==> src/pkg/but_pkg.sv <==
// Function
// - Reload buffer bit selects shadowed reload
// - One-shot stops counter at next update
// - Source select limits flag/DMA to overflow
// - Updates load shadows when not inhibited
// - Inhibit blocks update, still clears counters
// - Run bit starts and stops counting
// - Trigger code 000 pulses on counter reset
// - Trigger code 001 pulses on start
// - Trigger code 010 pulses on update
// - DMA enable gates update DMA requests
// - Irq enable gates update interrupt
// - Update sets flag, software writes zero
// - Software update clears counters, self-clears
// - Count register reads live, writes immediately
// - Counter clock is input over prescale plus one
// - Prescale value loads at update only
// - Reload value is the wrap limit
// - Count up to reload, wrap, update
// - One-shot run bit holds until update
`default_nettype none
package but_pkg;
    // ****************************************
    // Register offsets (byte addresses)
    // ****************************************
    localparam logic [7:0] OFF_MAIN_CONTROL  = 8'h00;
    localparam logic [7:0] OFF_TRIG_CONTROL  = 8'h04;
    localparam logic [7:0] OFF_IRQ_DMA_EN    = 8'h0c;
    localparam logic [7:0] OFF_FLAG_STATUS   = 8'h10;
    localparam logic [7:0] OFF_SW_EVENT      = 8'h14;
    localparam logic [7:0] OFF_CURRENT_COUNT = 8'h24;
    localparam logic [7:0] OFF_CLOCK_DIVIDER = 8'h28;
    localparam logic [7:0] OFF_WRAP_LIMIT    = 8'h2c;
    // ****************************************
    // Field positions
    // ****************************************
    localparam int BIT_RUN       = 0;
    localparam int BIT_INHIBIT   = 1;
    localparam int BIT_SRC_SEL   = 2;
    localparam int BIT_ONE_SHOT  = 3;
    localparam int BIT_ARB_EN    = 7;
    localparam int BIT_TRG_LO    = 4;
    localparam int BIT_IRQ_EN    = 0;
    localparam int BIT_DMA_EN    = 8;
    localparam int BIT_FLAG      = 0;
    localparam int BIT_SW_UPDATE = 0;
    // ****************************************
    // Reset values and masks
    // ****************************************
    localparam logic [15:0] RST_REG16   = 16'h0000;
    localparam logic [15:0] MASK_MAIN   = 16'h008f;
    localparam logic [15:0] MASK_TRIG   = 16'h0070;
    localparam logic [15:0] MASK_IRQDMA = 16'h0101;
    // Trigger output selections
    typedef enum logic [2:0] {
        TRG_RESET  = 3'b000,
        TRG_START  = 3'b001,
        TRG_UPDATE = 3'b010
    } but_trg_e;
endpackage : but_pkg
`default_nettype wire

==> src/logic/but_prescaler.sv <==
`timescale 1ns/10ps
`default_nettype none
// ****************************************
// Prescaler: one-cycle tick every div+1 enables
// ****************************************
module but_prescaler #(
    parameter int WIDTH = 16
) (
    input  wire logic             ref_clk,
    input  wire logic             reset_n,
    input  wire logic             run,
    input  wire logic             clear,
    input  wire logic [WIDTH-1:0] div,
    output logic                  tick
);
    logic [WIDTH-1:0] count;
    wire              wrap = (count >= div);

    // Tick on the last input cycle of each divided period
    assign tick = run && !clear && wrap;

    // Clear restarts the period; wrap compare survives a shrinking divider
    always_ff @(posedge ref_clk or negedge reset_n) begin
        if (!reset_n) begin
            count <= '0;
        end else if (clear) begin
            count <= '0;
        end else if (run) begin
            count <= wrap ? '0 : count + 1'b1;
        end
    end
endmodule : but_prescaler // but_prescaler
`default_nettype wire

==> src/logic/but_timer.sv <==
// Local design decision: the Wishbone slave port.
`timescale 1ns/10ps
`default_nettype none
// ****************************************
// Basic up-counting timer with Wishbone slave
// ****************************************
module but_timer #(
    parameter int WIDTH = 16
) (
    input  wire logic        ref_clk,
    input  wire logic        reset_n,
    input  wire logic        wb_cyc_i,
    input  wire logic        wb_stb_i,
    input  wire logic        wb_we_i,
    input  wire logic [7:0]  wb_adr_i,
    input  wire logic [3:0]  wb_sel_i,
    input  wire logic [31:0] wb_dat_i,
    output logic      [31:0] wb_dat_o,
    output logic             wb_ack_o,
    output logic             irq,
    output logic             dma_req,
    output logic             trigger_output
);
    // ****************************************
    // Registers
    // ****************************************
    logic [15:0] main_control;
    logic [15:0] trigger_output_control;
    logic [15:0] irq_dma_enables;
    logic        update_flag;
    logic [15:0] count_value;
    logic [15:0] prescale_value;
    logic [15:0] prescale_shadow;
    logic [15:0] reload_value;
    logic [15:0] reload_shadow;
    logic        sw_update_pending;
    logic        run_d;

    // ****************************************
    // Bus decode
    // ****************************************
    wire bus_req  = wb_cyc_i && wb_stb_i && !wb_ack_o;
    wire wr_low   = bus_req && wb_we_i && wb_sel_i[0];
    wire wr_high  = bus_req && wb_we_i && wb_sel_i[1];
    wire wr_any   = wr_low || wr_high;
    wire sel_main = (wb_adr_i == but_pkg::OFF_MAIN_CONTROL);
    wire sel_trig = (wb_adr_i == but_pkg::OFF_TRIG_CONTROL);
    wire sel_ide  = (wb_adr_i == but_pkg::OFF_IRQ_DMA_EN);
    wire sel_flag = (wb_adr_i == but_pkg::OFF_FLAG_STATUS);
    wire sel_swev = (wb_adr_i == but_pkg::OFF_SW_EVENT);
    wire sel_cnt  = (wb_adr_i == but_pkg::OFF_CURRENT_COUNT);
    wire sel_psc  = (wb_adr_i == but_pkg::OFF_CLOCK_DIVIDER);
    wire sel_car  = (wb_adr_i == but_pkg::OFF_WRAP_LIMIT);

    // Byte-lane merge of write data into a 16-bit register
    function automatic logic [15:0] merge16(input logic [15:0] old, input logic [31:0] d,
                                            input logic [3:0] sel);
        merge16 = old;
        if (sel[0]) merge16[7:0] = d[7:0];
        if (sel[1]) merge16[15:8] = d[15:8];
    endfunction

    wire [15:0] wr_main = merge16(main_control, wb_dat_i, wb_sel_i) & but_pkg::MASK_MAIN;
    wire [15:0] wr_trig = merge16(trigger_output_control, wb_dat_i, wb_sel_i) & but_pkg::MASK_TRIG;
    wire [15:0] wr_ide  = merge16(irq_dma_enables, wb_dat_i, wb_sel_i) & but_pkg::MASK_IRQDMA;
    wire [15:0] wr_cnt  = merge16(count_value, wb_dat_i, wb_sel_i);
    wire [15:0] wr_psc  = merge16(prescale_value, wb_dat_i, wb_sel_i);
    wire [15:0] wr_car  = merge16(reload_value, wb_dat_i, wb_sel_i);

    // ****************************************
    // Control fields
    // ****************************************
    wire       run_bit   = main_control[but_pkg::BIT_RUN];
    wire       inhibit   = main_control[but_pkg::BIT_INHIBIT];
    wire       src_sel   = main_control[but_pkg::BIT_SRC_SEL];
    wire       one_shot  = main_control[but_pkg::BIT_ONE_SHOT];
    wire       arb_en    = main_control[but_pkg::BIT_ARB_EN];
    wire [2:0] trg_sel   = trigger_output_control[but_pkg::BIT_TRG_LO +: 3];
    wire       irq_en    = irq_dma_enables[but_pkg::BIT_IRQ_EN];
    wire       dma_en    = irq_dma_enables[but_pkg::BIT_DMA_EN];

    // Reload limit in use: shadow when buffered, written value otherwise
    wire [15:0] limit = arb_en ? reload_shadow : reload_value;

    // ****************************************
    // Event generation
    // ****************************************
    // Software update request is latched for one cycle so the bus write
    // and the counter clear never fight over the same register.
    wire tick;
    wire overflow  = tick && (count_value >= limit);
    wire sw_clear  = sw_update_pending;
    wire upd_evt   = !inhibit && (overflow || sw_update_pending);
    wire upd_qual  = upd_evt && (!src_sel || overflow);
    wire cnt_reset = sw_update_pending || overflow;
    wire start_evt = run_bit && !run_d;

    but_prescaler #(
        .WIDTH (WIDTH)
    ) u_prescaler (
        .ref_clk (ref_clk),
        .reset_n (reset_n),
        .run     (run_bit),
        .clear   (sw_clear),
        .div     (prescale_shadow),
        .tick    (tick)
    );

    wire sw_write_upd = wr_low && sel_swev && wb_dat_i[but_pkg::BIT_SW_UPDATE];

    // Trigger output selection
    logic trg_next;
    always_comb begin
        case (trg_sel)
            but_pkg::TRG_RESET:  trg_next = cnt_reset;
            but_pkg::TRG_START:  trg_next = start_evt;
            but_pkg::TRG_UPDATE: trg_next = upd_evt;
            default:             trg_next = 1'b0;
        endcase
    end

    // Read mux; unmapped addresses read zero
    wire [15:0] rd16 =
        sel_main ? main_control :
        sel_trig ? trigger_output_control :
        sel_ide  ? irq_dma_enables :
        sel_flag ? {15'h0000, update_flag} :
        sel_cnt  ? count_value :
        sel_psc  ? prescale_value :
        sel_car  ? reload_value : 16'h0000;

    // ****************************************
    // Bus answer: one wait state, ack for one cycle
    // ****************************************
    always_ff @(posedge ref_clk or negedge reset_n) begin
        if (!reset_n) begin
            wb_ack_o <= 1'b0;
            wb_dat_o <= 32'h0000_0000;
        end else begin
            wb_ack_o <= bus_req;
            wb_dat_o <= bus_req ? {16'h0000, rd16} : 32'h0000_0000;
        end
    end

    // ****************************************
    // Control registers
    // ****************************************
    always_ff @(posedge ref_clk or negedge reset_n) begin
        if (!reset_n) begin
            main_control           <= but_pkg::RST_REG16;
            trigger_output_control <= but_pkg::RST_REG16;
            irq_dma_enables        <= but_pkg::RST_REG16;
            prescale_value         <= but_pkg::RST_REG16;
            reload_value           <= but_pkg::RST_REG16;
            run_d                  <= 1'b0;
        end else begin
            run_d <= run_bit;
            if (wr_any && sel_main) begin
                main_control <= wr_main;
            end else if (one_shot && upd_evt) begin
                main_control[but_pkg::BIT_RUN] <= 1'b0;
            end
            if (wr_any && sel_trig) trigger_output_control <= wr_trig;
            if (wr_any && sel_ide)  irq_dma_enables <= wr_ide;
            if (wr_any && sel_psc)  prescale_value <= wr_psc;
            if (wr_any && sel_car)  reload_value <= wr_car;
        end
    end

    // ****************************************
    // Shadows, loaded only on an update event
    // ****************************************
    always_ff @(posedge ref_clk or negedge reset_n) begin
        if (!reset_n) begin
            prescale_shadow <= but_pkg::RST_REG16;
            reload_shadow   <= but_pkg::RST_REG16;
        end else if (upd_evt) begin
            prescale_shadow <= prescale_value;
            reload_shadow   <= reload_value;
        end
    end

    // ****************************************
    // Counter and software update request
    // ****************************************
    always_ff @(posedge ref_clk or negedge reset_n) begin
        if (!reset_n) begin
            count_value       <= but_pkg::RST_REG16;
            sw_update_pending <= 1'b0;
        end else begin
            sw_update_pending <= sw_write_upd;
            if (cnt_reset) begin
                count_value <= 16'h0000;
            end else if (wr_any && sel_cnt) begin
                count_value <= wr_cnt;
            end else if (tick) begin
                count_value <= count_value + 16'h0001;
            end
        end
    end

    // ****************************************
    // Flag, interrupt, DMA and trigger outputs
    // ****************************************
    // Set wins over a software write of zero in the same cycle
    always_ff @(posedge ref_clk or negedge reset_n) begin
        if (!reset_n) begin
            update_flag    <= 1'b0;
            irq            <= 1'b0;
            dma_req        <= 1'b0;
            trigger_output <= 1'b0;
        end else begin
            if (upd_qual) begin
                update_flag <= 1'b1;
            end else if (wr_low && sel_flag && !wb_dat_i[but_pkg::BIT_FLAG]) begin
                update_flag <= 1'b0;
            end
            irq            <= (update_flag || upd_qual) && irq_en;
            dma_req        <= upd_qual && dma_en;
            trigger_output <= trg_next;
        end
    end
endmodule : but_timer // but_timer
`default_nettype wire

==> config.mk <==
export PLATFORM = sky130hd
export DESIGN_NAME = but_timer
export DESIGN_NICKNAME = d
export VERILOG_FILES = /design/src/pkg/but_pkg.sv /design/src/logic/but_prescaler.sv /design/src/logic/but_timer.sv
export SDC_FILE = /design/constraint.sdc
export NUM_CORES = 1
export LEC_CHECK = 0
export BUFFER_PORTS_ARGS = -buffer_cell sky130_fd_sc_hd__buf_2
export CORE_ASPECT_RATIO = 1.4
export CORE_MARGIN = 1
export CORE_UTILIZATION = 45
export CTS_CLUSTER_SIZE = 20
export DETAILED_ROUTE_END_ITERATION = 6
export PLACE_DENSITY = 0.67
export SLEW_MARGIN = 20
export SYNTH_ARGS = -nofsm -noshare
export SYNTH_HDL_FRONTEND = slang
export SYNTH_SLANG_ARGS = --single-unit
==> constraint.sdc <==
create_clock -name ref_clk -period 3.2 [get_ports ref_clk]
set_input_delay 0.16 -clock ref_clk [delete_from_list [all_inputs] [get_ports ref_clk]]
set_output_delay 0.16 -clock ref_clk [all_outputs]
set_load 0.005 [all_outputs]
# Word-level counts from Yosys, hierarchy flattened
# Cells that the tools add are included.
# totals
output_inout_bits	36
inputBits	49
word_cells	112
register_bits	129
# classes
n_addsub	2
n_lt_le_gt_ge	2
n_eq_ne	12
mux	23
reduce_logical	51
# op_table
cell	n
2-to-1 mux 16 bit	15
adder 16 x 1 -> 16 bit, second input constant	2
>= comparator 16 bit	2
equality test 8 x 6 -> 1 bit, second input constant	3
logical AND 1 bit	24
AND reduction 2 bit	11
equality test 8 x 5 -> 1 bit, second input constant	2
2-to-1 mux 8 bit	2
equality test 8 x 3 -> 1 bit, second input constant	1
equality test 8 x 4 -> 1 bit, second input constant	1
zero test 8 bit	1
zero test 1 bit	6
inequality test 3 bit, second input constant	2
nonzero test 2 bit	3
2-to-1 mux 1 bit	5
logical OR 1 bit	4
equality test 3 x 1 -> 1 bit, second input constant	1
equality test 3 x 2 -> 1 bit, second input constant	1
zero test 3 bit	1
one-hot mux 1 bit (3 select lines)	1
nonzero test 3 bit	1
inequality test 2 bit, second input constant	1

# Longest topological paths before layout
# Gate-level depths: netlist of run 1.
# depth
ltp_word	9
depth_mapped	14
mapped_depth_nobuf	10

# By module
# From an unflattened synthesis of run 1, not the netlist that was laid out.
# unflattened
hier_cells	683
area_unflattened_um2	7179.4
# modules_own_cells
mod	n_inst	area_each_um2	cells_per_inst	seq_area_each_um2
but_timer	1	5773.0	516	2827.7
but_prescaler	1	1406.3	167	400.4

# Least setup slack after synthesis of run 1
# OpenSTA, ideal clock, no wires.
# synth_timing
path_type	reg2reg
from	register main_control[7]
to	register count_value[15]
setup_time_ns	0.128
stages_incl_launch_ff	14
period_less_slack_ns	3.349
arrival_ns	3.221
required_time_ns	3.072
path_slack_ns	-0.149
path_buffers	3
cell_sequence	dfrtp_1 -> clkbuf_1 -> clkbuf_1 -> mux2i_1 -> ha_1 -> a41o_1 -> a21oi_1 -> a2bb2oi_1 -> a21oi_1 -> o31a_4 -> a211oi_4 -> nand2b_1 -> buf_6 -> o22ai_2
# synth_between
elab_chain_len	6
elab_cells_between_ends	8
classes_between	order compare (1); eq/ne (1); mux (2); reduce/logical (4)
# synth_rtl
item	line	source
from (decl)	but_timer.sv:27	logic [15:0] main_control;
from (signal assigned)	but_timer.sv:150	main_control <= but_pkg::RST_REG16;
from (signal assigned)	but_timer.sv:159	main_control <= wr_main;
2-to-1 mux 16 bit (*)	but_timer.sv:83	wire [15:0] limit = arb_en ? reload_shadow : reload_value;
>= comparator 16 bit (*)	but_timer.sv:91	wire overflow = tick && (count_value >= limit);
logical AND 1 bit (*)	but_timer.sv:91	
logical OR 1 bit (*)	but_timer.sv:95	wire cnt_reset = sw_update_pending || overflow;
inequality test 3 bit (no source line) / nonzero test 3 bit (equally long branches)	-	
AND reduction 2 bit (no source line)	-	
to (signal assigned)	but_timer.sv:188	count_value <= but_pkg::RST_REG16;
to (signal assigned)	but_timer.sv:195	count_value <= wr_cnt;
to (signal assigned)	but_timer.sv:197	count_value <= count_value + 16'h0001;
to (decl)	but_timer.sv:31	logic [15:0] count_value;
# Every way passes the cells marked *; elsewhere a longest branch is shown, timed or not.
# A chain may end at the register's enable or synchronous reset.

# Worst setup path after layout of run 1
# layout_timing
from	register main_control[7]
to	register count_value[12]
# The elaborated chain is that of the path after synthesis.

==> reports/qor.csv, run 1 <==
stage,metric,value,unit
timing,post-layout min period,3.050,ns
route,Total Wirelength,17180,µm
logic_synthesis,Post-synth EDFFs,0,
clock_network,TritonCTS Buffers,17,
logic_synthesis,synthesized area per cell,10.99,µm²
grt,GRT Overall Usage,0.2316,
route,Via density,5.824,
grt,vias in the first global route,5451,
layout,Antenna Cells,0,
power_and_ir_drop,P_leak,3.752,nW
logic_synthesis,"Top FF cell, synth",dfrtp_1,
layout,Layout Cells excl Fill,910,
logic_synthesis,"area leader, netlist",dfrtp_1,
die,I/O pin cnt,85,
timing,fin crit share,0.9532,
power_and_ir_drop,power share of the clock group,0.530,
logic_synthesis,Mapped Area,0.007033,mm²
layout,final net count,788,
clock_network,clk sinks,129,
grt,largest net degree at the start of global routing,56,
clock_network,TritonCTS clock tree,built,
power_and_ir_drop,Int Pwr,0.002943,W
layout,Layout Utilization,0.5364,
layout,fill count,1305,
logic_synthesis,cells after synthesis,640,
logic_synthesis,synth unique cells,61,
grt,global-route wire length before repair,28210,µm
route,Vias,5300,
die,Die W,107.7,µm
grt,initial antenna violation count,0,
run,max-cap check violation count,0,
placed_design,GP Congestion,0.8503,
timing,Max transition margin,0.3701,
worst_setup_path,Crit. End Element,flop,
power_and_ir_drop,sw frac,0.2290,
timing,final setup skew,0.01405,ns
worst_setup_path,critical path peak fanout,8,
die,Die Ht,149.9,µm
layout,footprint of the multi-input gates,0.003460,mm²
route,Routed Antenna Nets,0,
route,Routed wire per std cell,18.88,µm
worst_setup_path,Critical Path RT,3.49,ns
route,TritonRoute pass-1 iters,5,
clock_network,Worst-Skew Late Latency,0.42,ns
route,DRT iter0 DRCs,243,
power_and_ir_drop,net switching power,0.0008743,W
timing,f_max,327.8,MHz
timing,Tightest Pin Transition,0.9413,ns
layout,"most common cell after layout, fill and taps aside",dfrtp_1,
timing,unrepaired setup endpoints after global routing,no,
timing,TNS Setup,0,ns
placed_design,# placed instances,876,
worst_setup_path,CP Class,reg -> reg,
layout,Reg area,0.003228,mm²
worst_setup_path,CP max stage cell,a2111o_1,
logic_synthesis,register area share after synthesis,0.4590,
worst_setup_path,critical path launch point type,flop,
logic_synthesis,post-synth top area share,0.4590,
die,Starting Density,0.4652,
clock_network,H-tree levels,4,
power_and_ir_drop,peak supply drop,0.0003497,V
clock_network,clock slew at the register clock pins of the worst setup and hold paths,0.06,ns
power_and_ir_drop,Power Density,470.7,mW/mm²
hold_path,Worst Hold Class,in -> reg,
worst_setup_path,"Arr. time, crit path",3.34,ns
power_and_ir_drop,sequential power share,0.433,
power_and_ir_drop,combinational power share,0.037,
route,residual DRC count,0,
timing,final slew viol count,0,
timing,"Hold Violations, Final",0,
worst_setup_path,max incr delay on CP,0.44,ns
die,die area,0.01614,mm²
worst_setup_path,CP cell instances,"mux2_2, ha_1, nand2b_1, a2111o_1, a31oi_1, a21oi_1, o31a_4, a211oi_4, nand2b_1, buf_4, o22ai_2",
layout,Area Overhead vs Synth,15.32,%
outcome,status,"finished, final reports clean",
die,floorplan core area,0.01512,mm²
logic_synthesis,Synth warnings,0,
grt,total grt overflow,0,
logic_synthesis,Synth Register Bits,129,
timing,Setup-failing EPs final,0,
logic_synthesis,fraction of registers with async set/reset,1.000,
placed_design,post-DP HPWL,12450,µm
placed_design,IO buf count,50,
logic_synthesis,synth top area cells,"dfrtp_1 46%, mux2_2 7.0%, mux2_4 6.2%, ha_1 6.0%, a21oi_1 3.3%",
worst_setup_path,"Top cell by count, worst path",nand2b_1,
clock_network,Root Buffer,clkbuf_16,
layout,most frequent cells in the layout,"129 x dfrtp_1, 49 x buf_2, 47 x a21oi_1",
die,floorplan row count,53,
layout,share of post-route cells with drive strength above 1,0.2660,
clock_network,CTS max path bufs,2,
## area by class of cell
class,count,share of cell area
tap,192,0.02962
timing repair buffer,70,0.05353
sequential,129,0.3980
multi-input combinational,453,0.4266
clock inverter,14,0.02237
inverter,34,0.01574
clock buffer,18,0.05415
## final timing paths
kind	startpoint	cells after the start	end	slack (ns)
hold reg to reg	trigger_output_control[6]	1	trigger_output	0.49
setup reg to reg	main_control[7]	11	count_value[12]	0.15
hold / removal	wb_dat_i[13]	2	prescale_value[13]	0.01
setup / recovery	main_control[7]	11	count_value[12]	0.15
min in group asynchronous	reset_n	2	main_control[1]	0.33
max in group asynchronous	reset_n	3	prescale_shadow[13]	1.99
## worst max-delay path: cells and delay by family (launching register included)
family                   cells  cell delay (ns)
AO/OA/AOI/OAI                6             1.48
flip-flops                   1             0.36
multiplexers                 1             0.34
AND/OR/NAND/NOR              2             0.28
adder cells (fa/ha/maj)      1             0.26
buffers and inverters        1             0.18
## flip-flops by register name, summed over array words and instances (netlist names), 2 cells and up
name,cells
irq_dma_enables,2
main_control,5
reload_value,16
prescale_shadow,16
wb_dat_o,16
trigger_output_control,3
prescale_value,16
reload_shadow,16
count_value,16
u_prescaler.count,16
## per-stage QoR
step	total power [W]	area, µm²	worst slack (ns)	hold WS, ns
after global placement	0.001819	7455	0.1277	0.2524
after global routing	0.003930	8110	0.02124	0.01617
after CTS	0.003840	8088	0.1219	0.01027
after floorplan	0.001747	7092	0.1405	-0.1356
final	0.003818	8110	0.1497	0.01155
after detailed placement	0.001822	7455	0.02554	0.2531
## per-layer routing
| metal | part of all wire | routed length (µm) | up-vias | global-route usage |
|---|---|---|---|---|
| met4 | 0.044 | 751 | 0 | 0.1260 |
| met3 | 0.045 | 780 | 45 | 0.04181 |
| met5 | 0 | 0 | - | 0 |
| li1 | - | - | 2429 | - |
| met2 | 0.51 | 8732 | 187 | 0.3907 |
| met1 | 0.40 | 6917 | 2639 | 0.2779 |
## power by group through the flow
stage	Combinational, W	Sequential, W	Clock [W]
floorplan	0.0000691	0.00168	0
global placement	0.000138	0.00168	0
detailed placement	0.000140	0.00168	0
CTS	0.000144	0.00165	0.00204
global route	0.000162	0.00165	0.00211
finish	0.000142	0.00165	0.00202
## synthesized netlist by cell type, drive strengths merged (2+ instances only)
cell type,count
o21ai,47
a211oi,2
mux2i,18
a22oi,22
nand2,27
nor3b,4
buf,26
mux2,73
dfrtp,129
a21oi,47
nand3,14
and2,4
or2,2
clkbuf,13
o22ai,10
a21o,2
nor3,24
nand4,8
nor2,28
nor4b,2
a41o,2
or3,7
o31ai,3
nand2b,18
a31oi,4
nor2b,2
a22o,2
inv,34
and3,13
o21a,2
ha,34
## what timing repair did
action	in CTS	in global routing
pin swaps	0	1
buffers inserted	0	1
setup endpoints to repair	4	26
hold endpoints to repair	52	0
hold buffers	1	0
gates resized for setup	1	3
## logic make-up after synthesis
| family | Yosys count | share of synthesized area |
|---|---|---|
| flip-flops | 129 | 0.4590 |
| other | 1 | 0.0005332 |
| buffers and inverters | 73 | 0.05906 |
| AND/OR/NAND/NOR | 158 | 0.1219 |
| XOR/XNOR | 1 | 0.001246 |
| adder cells (fa/ha/maj) | 34 | 0.06049 |
| multiplexers | 91 | 0.1580 |
| AO/OA/AOI/OAI | 153 | 0.1398 |
Power figures use the tool's default switching activity.
==> run 2, diff against run 1 <==
clock period = 2.5 ns   (was 3.2 ns; I/O delays follow)
==> run 2 against run 1 <==
  * The run now ends with setup timing left
  * Hold slack improved by 0.0073 ns
  * Non-clock buffer count rose by 89
  * Sequential power rose by 28%
  * Clock skew fell by 0.0065 ns
  * First-iteration DRC count rose by 27%
  * Critical path depth rose by 1
  * Sequential share of layout area fell by 4.1 points
  * Fmax rose by 0.69%
  * Core utilization rose by 6.2 points
  * Setup slack got worse by 0.68 ns
  * Cell count rose by 9.8%
  * Flip-flop and latch count did not move
  * Critical path type unchanged
  * Critical endpoint is now count_value[13]
==> reports/qor.csv, run 2 (synthesized netlist as in run 1, its figures left out) <==
stage,metric,value,unit
outcome,status,"finished, violations left",
outcome,failing checks,setup timing,
layout,share of post-route cells with drive strength above 1,0.3717,
route,DRT iter0 DRCs,308,
timing,final slew viol count,0,
worst_setup_path,CP cell instances,"buf_6, mux2_4, ha_4, nand2b_4, a2111o_1, a31oi_2, a21oi_2, buf_4, o31a_4, a211oi_4, nand2b_4, o22ai_1",
power_and_ir_drop,Tot Pwr,0.004883,W
route,Vias,5655,
clock_network,Worst-Skew Late Latency,0.43,ns
timing,Max transition margin,0.6175,
worst_setup_path,critical path peak fanout,8,
route,Routed Antenna Nets,0,
placed_design,IO buf count,50,
placed_design,post-DP HPWL,13600,µm
grt,total grt overflow,0,
die,die area,0.01614,mm²
timing,Final WS setup,-0.5294,ns
die,I/O pin cnt,85,
route,TritonRoute pass-1 iters,5,
route,Routed wire per std cell,19.23,µm
worst_setup_path,CP max stage cell,a2111o_1,
timing,fin crit share,1.212,
power_and_ir_drop,sw frac,0.2264,
clock_network,clk sinks,129,
worst_setup_path,reg2reg end,count_value[13],
worst_setup_path,"Top cell by count, worst path",nand2b_4,
hold_path,worst hold stages,2,
timing,hold slack,0.01886,ns
die,Starting Density,0.4652,
placed_design,dpl cell area,0.008056,mm²
power_and_ir_drop,combinational power share,0.048,
power_and_ir_drop,power share of the clock group,0.520,
clock_network,CTS max path bufs,2,
layout,final net count,877,
power_and_ir_drop,net switching power,0.001106,W
clock_network,clock slew at the register clock pins of the worst setup and hold paths,0.06,ns
layout,"most common cell after layout, fill and taps aside",dfrtp_1,
power_and_ir_drop,P_leak,4.269,nW
run,max-cap check violation count,0,
placed_design,GP Congestion,0.9160,
worst_setup_path,reg-to-reg startpoint,main_control[7],
timing,Setup-failing EPs final,53,
grt,global-route wire length before repair,30270,µm
die,floorplan row count,53,
route,Total Wirelength,19210,µm
worst_setup_path,critical path launch point type,flop,
grt,vias in the first global route,5740,
power_and_ir_drop,sequential power share,0.432,
worst_setup_path,Worst Path Buf+Inv,2,
placed_design,pre-CTS setup slack,-0.5975,ns
worst_setup_path,register-to-register setup slack,-0.53,ns
worst_setup_path,Crit. End Element,flop,
route,Via density,5.661,
timing,post-layout min period,3.029,ns
route,residual DRC count,0,
grt,initial antenna violation count,0,
layout,design area,0.009047,mm²
clock_network,Root Buffer,clkbuf_16,
power_and_ir_drop,Int Pwr,0.003778,W
layout,Area Overhead vs Synth,28.64,%
worst_setup_path,"Arr. time, crit path",3.33,ns
power_and_ir_drop,Power Density,539.8,mW/mm²
grt,GRT Overall Usage,0.2518,
hold_path,Worst Hold Class,in -> reg,
worst_setup_path,Critical Path RT,2.80,ns
clock_network,TritonCTS clock tree,built,
grt,largest net degree at the start of global routing,53,
die,Die Ht,149.9,µm
worst_setup_path,CP Class,reg -> reg,
layout,most frequent cells in the layout,"128 x dfrtp_1, 86 x buf_4, 49 x buf_2",
worst_setup_path,worst-case reg-to-reg path depth,12,
clock_network,H-tree levels,4,
clock_network,TritonCTS Buffers,17,
worst_setup_path,max incr delay on CP,0.42,ns
die,Die W,107.7,µm
timing,final setup skew,0.007511,ns
die,floorplan core area,0.01512,mm²
hold_path,hold-critical path endpoint,irq_dma_enables[8],
power_and_ir_drop,peak supply drop,0.0003185,V
worst_setup_path,Top Family by Delay on Critical Path,compound AO/OA/AOI/OAI gates,
hold_path,worst hold start,wb_dat_i[8],
layout,Antenna Cells,0,
timing,"Hold Violations, Final",0,
timing,Tightest Pin Transition,0.5720,ns
timing,f_max,330.1,MHz
timing,unrepaired setup endpoints after global routing,yes,
run 2: changes by cell type in the layout (fill, tap and decap cells not counted), sizes merged:
cell / delta
clkinvlp: +2
clkinv: -1
dlygate4sd3: +9
inv: -1
buf: +80
run 2: repair_timing:
item,4_1_cts,5_1_grt
resized for setup,30,26
hold buffers,10,0
hold endpoints to repair,54,0
cloned,3,0
setup endpoints to repair,53,66
setup buffers,6,6
pin swaps,11,9
run 2: worst max path at each step:
stage	startpoint	endpoint	slack, ns	cells after the start
after floorplan	main_control[7]	prescale_shadow[0]	-0.40	13
after global placement	main_control[7]	count_value[7]	-0.56	11
after detailed placement	main_control[7]	count_value[13]	-0.60	13
after CTS	main_control[7]	count_value[0]	-0.53	13
after global routing	main_control[7]	count_value[0]	-0.61	13
final	main_control[7]	count_value[13]	-0.53	12
run 2: power by group through the flow:
stage	Clock, W	Combinational (W)	Sequential, W
after floorplan	0	0.0000931	0.00215
after global placement	0	0.000206	0.00215
after detailed placement	0	0.000213	0.00215
after CTS	0.00257	0.000236	0.00211
after global routing	0.00266	0.000259	0.00211
final	0.00254	0.000235	0.00211
run 2: per-layer routing:
metal / up-vias / share of wire / GRT usage
met1: 2849 / 0.40 / 0.2897
met4: 0 / 0.029 / 0.09521
met2: 161 / 0.53 / 0.4503
li1: 2606 / - / -
met3: 39 / 0.040 / 0.05662
met5: - / 0 / 0
run 2: area by class of cell:
class,instances,area [µm²]
inverter,34,127.6
clock inverter,14,163.9
sequential,129,3229
timing repair buffer,159,1209
tap,192,240.2
multi-input combinational,453,3638
clock buffer,18,439.2
fill,1239,6072
run 2: through the flow:
stage	util	cells	TNS [ns]
6_report	0.5984	999	-21.43
3_5_place_dp	0.5329	947	-25.28
2_1_floorplan	-	655	-16.80
4_1_cts	0.5938	998	-23.93
5_1_grt	0.5984	999	-26.21
3_3_place_gp	0.5329	947	-24.95
run 2: worst reg2reg max path: stages, from the launching register on:
cell and delay (ns):
dfrtp_1 0.38, buf_6 0.13, mux2_4 0.30, ha_4 0.21, nand2b_4 0.13, a2111o_1 0.42
a31oi_2 0.20, a21oi_2 0.09, buf_4 0.14, o31a_4 0.30, a211oi_4 0.24, nand2b_4 0.27
o22ai_1 0.10
